### config.mk
export PLATFORM = sky130hd
export DESIGN_NAME = ifb_top
export DESIGN_NICKNAME = d
export VERILOG_FILES = /design/src/ifb_pkg.sv /design/src/ifb_wr_if.sv /design/src/ifb_flag_reg.sv /design/src/ifb_irq_gate.sv /design/src/ifb_top.sv
export SDC_FILE = /design/constraint.sdc
export NUM_CORES = 1
export LEC_CHECK = 0
export BUFFER_PORTS_ARGS = -buffer_cell sky130_fd_sc_hd__buf_2
export CAP_MARGIN = 20
export CELL_PAD_IN_SITES_DETAIL_PLACEMENT = 1
export CELL_PAD_IN_SITES_GLOBAL_PLACEMENT = 2
export CORE_ASPECT_RATIO = 1.1
export CORE_MARGIN = 2
export CORE_UTILIZATION = 34
export CTS_BUF_LIST = sky130_fd_sc_hd__clkbuf_8
export CTS_CLUSTER_DIAMETER = 30
export DETAILED_ROUTE_END_ITERATION = 6
export PLACE_DENSITY = 0.94
export SLEW_MARGIN = 25
export SYNTH_ARGS = -nofsm -noshare
export SYNTH_HDL_FRONTEND = slang
export SYNTH_SLANG_ARGS = --single-unit
### constraint.sdc
create_clock -name pclk -period 3.2 [get_ports pclk]
set_input_delay 0.16 -clock pclk [delete_from_list [all_inputs] [get_ports pclk]]
set_output_delay 0.16 -clock pclk [all_outputs]
set_load 0.05 [all_outputs]
### src/ifb_pkg.sv
package ifb_pkg;

  localparam int FLAG_W        = 16;
  localparam int NUM_FLAG_REGS = 3;
  localparam int NUM_REGS      = 6;
  localparam int ADDR_W        = 8;
  localparam int DATA_W        = 32;
  localparam int IDX_W         = 3;

  typedef logic [FLAG_W-1:0] ifb_word_type;

  // Byte offsets on the register bus, one aligned word each.
  localparam logic [ADDR_W-1:0] OFF_FLAGS_0 = 8'h00;
  localparam logic [ADDR_W-1:0] OFF_FLAGS_1 = 8'h04;
  localparam logic [ADDR_W-1:0] OFF_FLAGS_2 = 8'h08;
  localparam logic [ADDR_W-1:0] OFF_MASK_0  = 8'h0c;
  localparam logic [ADDR_W-1:0] OFF_MASK_1  = 8'h10;
  localparam logic [ADDR_W-1:0] OFF_MASK_2  = 8'h14;

  // Word index field of the address and the highest mapped index.
  localparam int               IDX_LSB  = 2;
  localparam int               IDX_MSB  = 4;
  localparam logic [IDX_W-1:0] LAST_IDX = 3'h5;

  // Implemented bit positions of each flag register.
  localparam ifb_word_type IMPL_FLAGS_0 = 16'h3fef;
  localparam ifb_word_type IMPL_FLAGS_1 = 16'hfedf;
  localparam ifb_word_type IMPL_FLAGS_2 = 16'h3fe3;
  localparam ifb_word_type IMPL_MASK [NUM_FLAG_REGS] = '{
    IMPL_FLAGS_0,
    IMPL_FLAGS_1,
    IMPL_FLAGS_2
  };

  localparam ifb_word_type FLAG_RESET = 16'h0000;
  localparam ifb_word_type MASK_RESET = 16'h0000;

endpackage

### src/ifb_wr_if.sv
`timescale 1ns/10ps
interface ifb_wr_if;
  import ifb_pkg::*;

  logic [NUM_REGS-1:0] wr_sel;
  ifb_word_type        wdata;

  modport src (
    output wr_sel,
    output wdata
  );

  modport dst (
    input wr_sel,
    input wdata
  );
endinterface

### src/ifb_flag_reg.sv
`timescale 1ns/10ps
module ifb_flag_reg
  import ifb_pkg::*;
#(
  parameter int unsigned  IDX  = 0,
  parameter ifb_word_type IMPL = 16'h0000
) (
  input  wire logic              pclk,
  input  wire logic              presetn,
  ifb_wr_if.dst                  wr,
  input  wire logic [FLAG_W-1:0] set_req,
  output ifb_word_type           flags
);

  wire          wr_en = wr.wr_sel[IDX];
  ifb_word_type next_flags;

  // A set in the same cycle as a write of zero must not be lost.
  assign next_flags = ((wr_en ? wr.wdata : flags) | set_req) & IMPL;

  always_ff @(posedge pclk or negedge presetn) begin
    if (!presetn) begin
      flags <= FLAG_RESET;
    end else begin
      flags <= next_flags;
    end
  end

  a_set_wins: assert property (
    @(posedge pclk) disable iff (!presetn)
    |(set_req & IMPL) |=>
      ((flags & $past(set_req & IMPL)) == $past(set_req & IMPL)))
    else $error("Flag set pulse was lost.");

  a_write_stores: assert property (
    @(posedge pclk) disable iff (!presetn)
    (wr_en && set_req == 16'h0000) |=> flags == $past(wr.wdata & IMPL))
    else $error("Software write to a flag register was not stored.");

  a_flags_hold: assert property (
    @(posedge pclk) disable iff (!presetn)
    (!wr_en && set_req == 16'h0000) |=> $stable(flags))
    else $error("Flag changed without event or write.");

  a_unimpl_zero: assert property (
    @(posedge pclk) disable iff (!presetn)
    (flags & ~IMPL) == 16'h0000)
    else $error("Unimplemented flag bit holds a one.");

endmodule

### src/ifb_irq_gate.sv
`timescale 1ns/10ps
module ifb_irq_gate
  import ifb_pkg::*;
(
  input  wire logic    pclk,
  input  wire logic    presetn,
  ifb_wr_if.dst        wr,
  input  ifb_word_type flags [NUM_FLAG_REGS],
  output ifb_word_type mask  [NUM_FLAG_REGS],
  output logic         irq
);

  logic [NUM_FLAG_REGS-1:0] pend;

  genvar i;
  generate
    for (i = 0; i < NUM_FLAG_REGS; i++) begin : g_mask
      // Mask bits of unimplemented flags stay zero so they never gate.
      always_ff @(posedge pclk or negedge presetn) begin
        if (!presetn) begin
          mask[i] <= MASK_RESET;
        end else if (wr.wr_sel[NUM_FLAG_REGS+i]) begin
          mask[i] <= wr.wdata & IMPL_MASK[i];
        end
      end
      assign pend[i] = |(flags[i] & mask[i]);
    end
  endgenerate

  assign irq = |pend;

  a_irq_masked: assert property (
    @(posedge pclk) disable iff (!presetn)
    (mask[0] == 16'h0000 && mask[1] == 16'h0000 && mask[2] == 16'h0000)
      |-> !irq)
    else $error("Interrupt raised with every source masked.");

endmodule

### src/ifb_top.sv
`timescale 1ns/10ps
module ifb_top
  import ifb_pkg::*;
(
  input  wire logic              pclk,
  input  wire logic              presetn,
  input  wire logic              psel,
  input  wire logic              penable,
  input  wire logic              pwrite,
  input  wire logic [ADDR_W-1:0] paddr,
  input  wire logic [DATA_W-1:0] pwdata,
  output logic      [DATA_W-1:0] prdata,
  output logic                   pready,
  output logic                   pslverr,
  input  wire logic              adc_done_flag_set,
  input  wire logic              uart_a_tx_flag_set,
  input  wire logic              uart_a_rx_flag_set,
  input  wire logic              serial_periph_a_event_flag_set,
  input  wire logic              serial_periph_a_fault_flag_set,
  input  wire logic              timer_c_flag_set,
  input  wire logic              timer_b_flag_set,
  input  wire logic              compare_out_b_flag_set,
  input  wire logic              capture_in_b_flag_set,
  input  wire logic              timer_a_flag_set,
  input  wire logic              compare_out_a_flag_set,
  input  wire logic              capture_in_a_flag_set,
  input  wire logic              ext_pin_a_flag_set,
  input  wire logic              uart_b_tx_flag_set,
  input  wire logic              uart_b_rx_flag_set,
  input  wire logic              ext_pin_c_flag_set,
  input  wire logic              timer_e_flag_set,
  input  wire logic              timer_d_flag_set,
  input  wire logic              compare_out_d_flag_set,
  input  wire logic              compare_out_c_flag_set,
  input  wire logic              capture_in_h_flag_set,
  input  wire logic              capture_in_g_flag_set,
  input  wire logic              ext_pin_b_flag_set,
  input  wire logic              pin_change_flag_set,
  input  wire logic              comparator_flag_set,
  input  wire logic              two_wire_a_master_flag_set,
  input  wire logic              two_wire_a_slave_flag_set,
  input  wire logic              parallel_port_flag_set,
  input  wire logic              compare_out_h_flag_set,
  input  wire logic              compare_out_g_flag_set,
  input  wire logic              compare_out_f_flag_set,
  input  wire logic              compare_out_e_flag_set,
  input  wire logic              capture_in_f_flag_set,
  input  wire logic              capture_in_e_flag_set,
  input  wire logic              capture_in_d_flag_set,
  input  wire logic              capture_in_c_flag_set,
  input  wire logic              serial_periph_b_event_flag_set,
  input  wire logic              serial_periph_b_fault_flag_set,
  output ifb_word_type           irq_flags_0,
  output ifb_word_type           irq_flags_1,
  output ifb_word_type           irq_flags_2,
  output logic                   irq
);

  ifb_wr_if wr_bus ();

  ifb_word_type     set_req  [NUM_FLAG_REGS];
  ifb_word_type     flags    [NUM_FLAG_REGS];
  ifb_word_type     mask     [NUM_FLAG_REGS];
  ifb_word_type     regs_all [NUM_REGS];
  ifb_word_type     rd_word;
  wire              setup_ph;
  wire              access_ph;
  wire              mapped;
  wire [IDX_W-1:0]  idx;

  // Bit order follows vector numbers, so each flag lines up with its
  // mask bit in the mask register of the same index.
  assign set_req[0] = {
    2'h0,
    adc_done_flag_set,
    uart_a_tx_flag_set,
    uart_a_rx_flag_set,
    serial_periph_a_event_flag_set,
    serial_periph_a_fault_flag_set,
    timer_c_flag_set,
    timer_b_flag_set,
    compare_out_b_flag_set,
    capture_in_b_flag_set,
    1'h0,
    timer_a_flag_set,
    compare_out_a_flag_set,
    capture_in_a_flag_set,
    ext_pin_a_flag_set
  };

  assign set_req[1] = {
    uart_b_tx_flag_set,
    uart_b_rx_flag_set,
    ext_pin_c_flag_set,
    timer_e_flag_set,
    timer_d_flag_set,
    compare_out_d_flag_set,
    compare_out_c_flag_set,
    1'h0,
    capture_in_h_flag_set,
    capture_in_g_flag_set,
    1'h0,
    ext_pin_b_flag_set,
    pin_change_flag_set,
    comparator_flag_set,
    two_wire_a_master_flag_set,
    two_wire_a_slave_flag_set
  };

  assign set_req[2] = {
    2'h0,
    parallel_port_flag_set,
    compare_out_h_flag_set,
    compare_out_g_flag_set,
    compare_out_f_flag_set,
    compare_out_e_flag_set,
    capture_in_f_flag_set,
    capture_in_e_flag_set,
    capture_in_d_flag_set,
    capture_in_c_flag_set,
    3'h0,
    serial_periph_b_event_flag_set,
    serial_periph_b_fault_flag_set
  };

  // Bus decode. Accesses complete in one access cycle, so pready is tied
  // high and the master never waits.
  assign setup_ph  = psel && !penable;
  assign access_ph = psel && penable;
  assign idx       = paddr[IDX_MSB:IDX_LSB];
  assign mapped    = (paddr[1:0] == 2'h0) &&
                     (paddr[ADDR_W-1:IDX_MSB+1] == 3'h0) &&
                     (idx <= LAST_IDX);
  assign pready    = 1'b1;
  assign pslverr   = access_ph && !mapped;

  // Upper write lanes carry no state and are ignored.
  assign wr_bus.wdata = pwdata[FLAG_W-1:0];

  genvar r;
  generate
    for (r = 0; r < NUM_REGS; r++) begin : g_sel
      assign wr_bus.wr_sel[r] = access_ph && pwrite && mapped &&
                                (idx == IDX_W'(r));
    end
    for (r = 0; r < NUM_FLAG_REGS; r++) begin : g_flag
      ifb_flag_reg #(
        .IDX  (r),
        .IMPL (IMPL_MASK[r])
      ) u_flag (
        .pclk    (pclk),
        .presetn (presetn),
        .wr      (wr_bus.dst),
        .set_req (set_req[r]),
        .flags   (flags[r])
      );
      assign regs_all[r]               = flags[r];
      assign regs_all[NUM_FLAG_REGS+r] = mask[r];
    end
  endgenerate

  ifb_irq_gate u_gate (
    .pclk    (pclk),
    .presetn (presetn),
    .wr      (wr_bus.dst),
    .flags   (flags),
    .mask    (mask),
    .irq     (irq)
  );

  assign rd_word     = mapped ? regs_all[idx] : 16'h0000;
  assign irq_flags_0 = flags[0];
  assign irq_flags_1 = flags[1];
  assign irq_flags_2 = flags[2];

  // Read data is sampled in the setup cycle; an event landing during the
  // access cycle shows on the next read, never lost.
  always_ff @(posedge pclk or negedge presetn) begin
    if (!presetn) begin
      prdata <= 32'h0000_0000;
    end else if (setup_ph && !pwrite) begin
      prdata <= {16'h0000, rd_word};
    end
  end

  a_adc_done_bit: assert property (
    @(posedge pclk) disable iff (!presetn)
    adc_done_flag_set |=> irq_flags_0[13])
    else $error("Adc done event did not set register 0 bit 13.");

  a_ext_pin_bit: assert property (
    @(posedge pclk) disable iff (!presetn)
    ext_pin_a_flag_set |=> irq_flags_0[0])
    else $error("Ext pin a event did not set register 0 bit 0.");

  a_reg0_top_zero: assert property (
    @(posedge pclk) disable iff (!presetn)
    irq_flags_0[15:14] == 2'h0 && irq_flags_0[4] == 1'b0)
    else $error("Unimplemented bit of register 0 reads one.");

  a_uart_b_bit: assert property (
    @(posedge pclk) disable iff (!presetn)
    uart_b_tx_flag_set |=> irq_flags_1[15] ##1
      (irq_flags_1[15] || $past(wr_bus.wr_sel[1])))
    else $error("Uart b tx event did not set register 1 bit 15.");

  a_pin_change_bit: assert property (
    @(posedge pclk) disable iff (!presetn)
    (pin_change_flag_set && !wr_bus.wr_sel[1]) |=> irq_flags_1[3] &&
      irq_flags_1[5] == 1'b0 && irq_flags_1[8] == 1'b0)
    else $error("Pin change event mapped wrongly in register 1.");

  a_par_port_bit: assert property (
    @(posedge pclk) disable iff (!presetn)
    parallel_port_flag_set |=> irq_flags_2[13])
    else $error("Parallel port event did not set register 2 bit 13.");

  a_spi_b_fault: assert property (
    @(posedge pclk) disable iff (!presetn)
    serial_periph_b_fault_flag_set |=> irq_flags_2[0])
    else $error("Spi b fault event did not set register 2 bit 0.");

  a_reg2_gap_zero: assert property (
    @(posedge pclk) disable iff (!presetn)
    irq_flags_2[4:2] == 3'h0 && irq_flags_2[15:14] == 2'h0)
    else $error("Unimplemented bit of register 2 reads one.");

  a_read_flags0: assert property (
    @(posedge pclk) disable iff (!presetn)
    (setup_ph && !pwrite && paddr == OFF_FLAGS_0) |=>
      prdata == {16'h0000, $past(irq_flags_0)})
    else $error("Read of flag register 0 returned a wrong value.");

  a_clear_by_write: assert property (
    @(posedge pclk) disable iff (!presetn)
    (access_ph && pwrite && paddr == OFF_FLAGS_2 &&
     pwdata[15:0] == 16'h0000 && set_req[2] == 16'h0000)
      |=> irq_flags_2 == 16'h0000)
    else $error("Writing zero did not clear flag register 2.");

  a_unmapped_err: assert property (
    @(posedge pclk) disable iff (!presetn)
    (access_ph && !mapped) |-> pslverr && wr_bus.wr_sel == 6'h00)
    else $error("Unmapped access was not refused.");

  a_irq_follows: assert property (
    @(posedge pclk) disable iff (!presetn)
    (irq_flags_1[4] && mask[1][4]) |-> irq)
    else $error("Unmasked pending flag did not raise the interrupt.");

  a_timer_c_bit: assert property (
    @(posedge pclk) disable iff (!presetn)
    timer_c_flag_set |=> irq_flags_0[8])
    else $error("Timer c event did not set register 0 bit 8.");

  a_read_top_zero: assert property (
    @(posedge pclk) disable iff (!presetn)
    (setup_ph && !pwrite && paddr == OFF_FLAGS_0) |=>
      prdata[15:14] == 2'h0)
    else $error("Read of register 0 returned a one in bits 15 and 14.");

  a_slave_bit: assert property (
    @(posedge pclk) disable iff (!presetn)
    two_wire_a_slave_flag_set |=> irq_flags_1[0])
    else $error("Two wire slave event did not set register 1 bit 0.");

  a_capture_f_bit: assert property (
    @(posedge pclk) disable iff (!presetn)
    capture_in_f_flag_set |=> irq_flags_2[8])
    else $error("Capture f event did not set register 2 bit 8.");

  a_read_gap_zero: assert property (
    @(posedge pclk) disable iff (!presetn)
    (setup_ph && !pwrite && paddr == OFF_FLAGS_2) |=>
      prdata[4:2] == 3'h0)
    else $error("Read of register 2 returned a one in bits 4 to 2.");

  a_write_lands: assert property (
    @(posedge pclk) disable iff (!presetn)
    (access_ph && pwrite && paddr == OFF_FLAGS_1 && set_req[1] == 16'h0000)
      |=> irq_flags_1 == ($past(pwdata[15:0]) & IMPL_FLAGS_1))
    else $error("Write to flag register 1 was not stored.");

  a_refused_read: assert property (
    @(posedge pclk) disable iff (!presetn)
    (setup_ph && !pwrite && !mapped) |=> prdata == 32'h0000_0000)
    else $error("Read of an unmapped address returned data.");

endmodule

## Yosys cells after proc, flatten, opt, wreduce, memory -nomap -nowiden

Index checks and enable logic that the tools add are counted.

- $lt $le $gt $ge: 2
- $add $sub $neg: 0
- Bitwise logic cells: 7
- Eq/ne operators: 5
- Shifts and indexed selects: 0
- Multiply operators: 0
- Mux-type cells: 7
- Div/mod/pow operators: 0
- Reduce and logical (&&, ||, !) cells: 21

Operators with widths:

| cell | number |
|---|---|
| $mux W16 | 4 |
| $bmux W16 S3 | 1 |
| $reduce_or A48 Y1 | 1 |
| $and A14 B14 Y14 | 2 |
| $mux W14 | 2 |
| $or A14 B14 Y14 | 2 |
| $and A16 B16 Y16 | 1 |
| $or A16 B16 Y16 | 1 |
| $logic_and A1 B1 Y1 | 14 |
| $eq A3 B2 Y1 const B | 2 |
| $eq A3 B3 Y1 const B | 2 |
| $logic_not A3 Y1 | 2 |
| $ge A4 B4 Y1 const B | 1 |
| $not A3 Y4 | 1 |
| $eq A3 B1 Y1 const B | 1 |
| $le A3 B3 Y1 const B | 1 |
| $logic_not A1 Y1 | 3 |
| $logic_not A2 Y1 | 1 |

- ROM bits: 0
- RAM bits: 0
- Latch bits: 0
- Input bits: 83
- Memories: 0
- Register bits: 92

## Logic depth before layout (Yosys ltp)

- Depth in word-level cells: 7
- Mapped depth: 7
- Depth with buffers taken out: 4

## By module

From an unflattened synthesis, not the netlist that was laid out.

- Cells, all modules: 434
- Area total of the unflattened synthesis: 5102.4 um^2

By module, submodules not included:

| module | sequential area each (um^2) | area an instance (um^2) | cells each | instances |
|---|---|---|---|---|
| ifb_top | 400.4 | 1711.6 | 185 | 1 |
| ifb_irq_gate | 950.9 | 1665.3 | 115 | 1 |
| ifb_flag_reg at g_flag[1].u_flag | 350.3 | 626.9 | 48 | 1 |
| ifb_flag_reg at g_flag[0].u_flag | 325.3 | 586.8 | 45 | 1 |
| ifb_flag_reg at g_flag[2].u_flag | 275.3 | 511.7 | 41 | 1 |

## Least setup slack after synthesis

No wires, ideal clock.

- Kind: input to register
- From: input port paddr[0]
- To: register u_gate.mask[34] (netlist name)
- Path slack: 1.262 ns
- Cell stages on the path: 7
- Required time: 3.072 ns
- Arrival: 1.811 ns
- Library setup time: 0.128 ns
- Path through: or4_1 > buf_2 > nor3_2 > and4b_1 > buf_2 > buf_4 > mux2_1

- Longest elaborated chain between the ends: 5

Ends and longest elaborated chain:

| item | line | RTL |
|---|---|---|
| start, declared | ifb_top.sv:10 | `input wire logic [ADDR_W-1:0] paddr,` |
| $logic_not A2 Y1 | ifb_top.sv:131 | `assign mapped = (paddr[1:0] == 2'h0) &&` |
| $logic_and A1 B1 Y1 | ifb_top.sv:131 |  |
| $logic_and A1 B1 Y1 | ifb_top.sv:132 | `(paddr[ADDR_W-1:IDX_MSB+1] == 3'h0) &&` |
| $logic_and A1 B1 Y1 (2 in series) | ifb_top.sv:143 | `assign wr_bus.wr_sel[r] = access_ph && pwrite && mapped &&` |
| end signal, assigned by index | ifb_irq_gate.sv:23 | `mask[i] <= wr.wdata & IMPL_MASK[i];` |
| end, declared | ifb_irq_gate.sv:9 | `output ifb_word_type mask [NUM_FLAG_REGS],` |

Every way passes these cells.
A chain may end at the register's enable or synchronous reset.

## Worst setup path after layout

- From: input port paddr[0]
- To: register u_gate.mask[43] (netlist name)

Same word-level chain as after synthesis.

==> metrics.csv <==
metric;value;unit
clk_lat worst skew;0.36;ns
die width;116;um
Synth Area per Inst;11.1;um^2
Core Box Area;13300;um^2
max_cap viols;0;
starting density of the core;35.1;%
unique cell type count in the Yosys netlist;40;
Worst Path Arrival;2.41;ns
outcome;finished, final reports clean;
required time of the critical path;3.45;ns
# diodes;0;
global-route wire length before repair;23400;um
GP Congestion;0.890;
total CTS buffers;9;
row cnt;44;
leakage;2.64;nW
# fillers;1515;
startpoint types;primary input;
pin count of the biggest net entering global routing;56;
Remaining DRCs;0;
area of the multi-input gates;2130;um^2
CP Capture Type;flop;
Routed WL;14900;um
die area;14700;um^2
# IOs;166;
number of global-route vias before repair;4153;
maximum VDD drop;138;uV
Overflow after GRT;0;
Final Slew Violations;0;
fmax;461;MHz
Vias;3947;
Cell Area, Placed;5350;um^2
synthesized area;4670;um^2
antenna viol nets, final;0;
Yosys warnings;0;
port buffer count;122;
Hold WS;0.0136;ns
antenna violations before repair;0;
slew margin rel.;48.6;%
Clock Root Buffer;clkbuf_8;
number of synthesized register bits;92;
sequential fraction of the synthesis area;49.3;%
pre-CTS setup slack;0.667;ns
Register Area;2300;um^2
layout net count;645;
DRT iter0 DRCs;260;
worst-margin pin slew;0.771;ns
dpl hpwl;10800;um
clock skew;0.0136;ns
crit-path max FO;13;
Post-Syn Instances;419;
Hold Crit Class;in2reg;
kind of critical path;in2reg;
final setup fails;0;
RSZ-0062 raised after global routing;false;
clock period minus worst slack;2.17;ns
H-Tree Level Count;3;
CTS sink cnt;92;
Tcrit/Tclk final;67.8;%
fin area;5820;um^2
Reg clk slew, reported paths;0.09;ns
Power Density;385;nW/um^2
share of cells above drive strength 1;28.4;%
Setup Buffers After CTS;0;
overall global routing resource usage;20.7;%
die height;127;um
final worst slack;1.03;ns
Sum Neg Setup Slack;0;ns
clk buf depth;2;
CTS tree;built;
total iterations of the first detailed-routing run;4;
Area Overhead vs Synth;24.6;%
Final Hold Vio Count;0;
wire per inst;19.9;um
via density per instance;5.26;
per-stage QoR:
step	std cells	power (mW)	utilization, %
floorplan	444	1.40	-
global placement	706	1.49	40.2
detailed placement	706	1.50	40.2
CTS	749	2.25	43.6
global route	750	2.32	43.7
finish	750	2.24	43.7
repair_timing:
action / 4_1_cts / 5_1_grt
endpoints found under the hold margin: 80 / 1
resized for setup: 0 / 0
hold buffers: 28 / 1
placed cells by master (no fill, tap or decap), types with 2 or more instances in the layout:
master,count
a211o_1,27
a21oi_1,23
a22oi_1,22
a31oi_1,2
and3_1,13
and4b_1,2
buf_2,121
buf_4,10
clkbuf_8,11
clkinv_2,2
clkinvlp_4,2
conb_1,27
dfrtp_1,92
dlygate4sd3_1,29
inv_1,3
mux2_1,38
mux2_2,9
mux2i_1,22
nand2_1,19
nand2b_1,2
nand3_1,3
nand4_1,6
nor2_1,11
nor2b_1,16
nor3_1,8
nor3_2,2
nor3b_1,2
nor4_4,2
o21ai_1,16
o22a_1,2
o22ai_1,11
o31ai_1,3
cells by family (layout without fill, tap and decap cells):
logic type             count (synthesis)  after routing  synth area share [%]
other                                  2             27                 0.161
muxes                                 69             69                  16.0
AOI/OAI and AO/OA                    106            106                  15.4
buffers and inverters                 56            178                  7.31
and+or+nand+nor                       94             94                  11.8
DFF                                   92             92                  49.3
cells in the mapped netlist:
master	number	area (um^2)
a211o_1	27	236
a21oi_1	23	115
a22oi_1	22	165
a31oi_1	2	12.5
and2_1	1	6.26
and3_1	13	81.3
and4b_1	2	20.0
buf_1	2	7.51
buf_2	6	30.0
buf_4	31	233
buf_6	1	11.3
clkbuf_1	13	48.8
conb_1	2	7.51
dfrtp_1	92	2300
inv_1	3	11.3
mux2_1	38	428
mux2_2	9	101
mux2i_1	22	220
nand2_1	19	71.3
nand2b_1	2	12.5
nand3_1	3	15.0
nand4_1	6	37.5
nand4b_1	1	8.76
nor2_1	11	41.3
nor2b_1	16	100
nor3_1	8	40.0
nor3_2	2	20.0
nor3b_1	2	15.0
nor4_1	1	6.26
nor4_2	1	12.5
nor4_4	1	21.3
o21ai_1	16	80.1
o22a_1	2	17.5
o22ai_1	11	68.8
o31ai_1	3	22.5
or2_2	1	6.26
or3_1	1	6.26
or3b_1	1	8.76
or4_1	1	7.51
or4b_4	1	13.8
path summary, 6_finish.rpt:
kind / slack (ns) / cells after the start / endpoint / from
max in group asynchronous: 2.00 / 3 / u_gate.mask[30] / presetn
setup reg to reg: 1.96 / 4 / prdata[10] / u_gate.mask[10]
setup / recovery: 1.03 / 5 / u_gate.mask[43] / paddr[0]
min in group asynchronous: 0.41 / 2 / prdata[3] / presetn
hold reg to reg: 0.49 / 2 / prdata[0] / prdata[0]
hold / removal: 0.01 / 2 / g_flag[1].u_flag.flags[13] / ext_pin_c_flag_set
layer usage:
| layer | vias up | share of wire, % | track usage, % |
|---|---|---|---|
| met2 | 124 | 50 | 34.6 |
| met5 | - | 0 | 0 |
| met1 | 2020 | 43 | 26.9 |
| li1 | 1781 | - | - |
| met3 | 22 | 4.9 | 3.54 |
| met4 | 0 | 2.2 | 7.63 |
worst max-delay path, cell delays in order:
cell and delay [ns]:
buf_2 0.09, or4_1 0.73, nor3_2 0.28, and4b_1 0.74
mux2_1 0.40
registers in the layout (all words and copies together) (netlist names):
register,cells
g_flag.u_flag.flags,38
prdata,16
u_gate.mask,38
area by class of cell:
cell class,count,share of cell area (%)
clock buffer,11,2.60
clock inverter,4,0.430
inverter,3,0.193
multi-input combinational,296,36.6
sequential,92,39.6
tap,184,3.96
timing repair buffer,160,16.7
where the power goes:
group          switching (mW)  internal (mW)  total [mW]
combinational           0.225         0.0994       0.324
sequential            0.00723           1.17        1.18
clock                   0.419          0.319       0.738
Note: power is estimated with default switching activity, not from simulation.
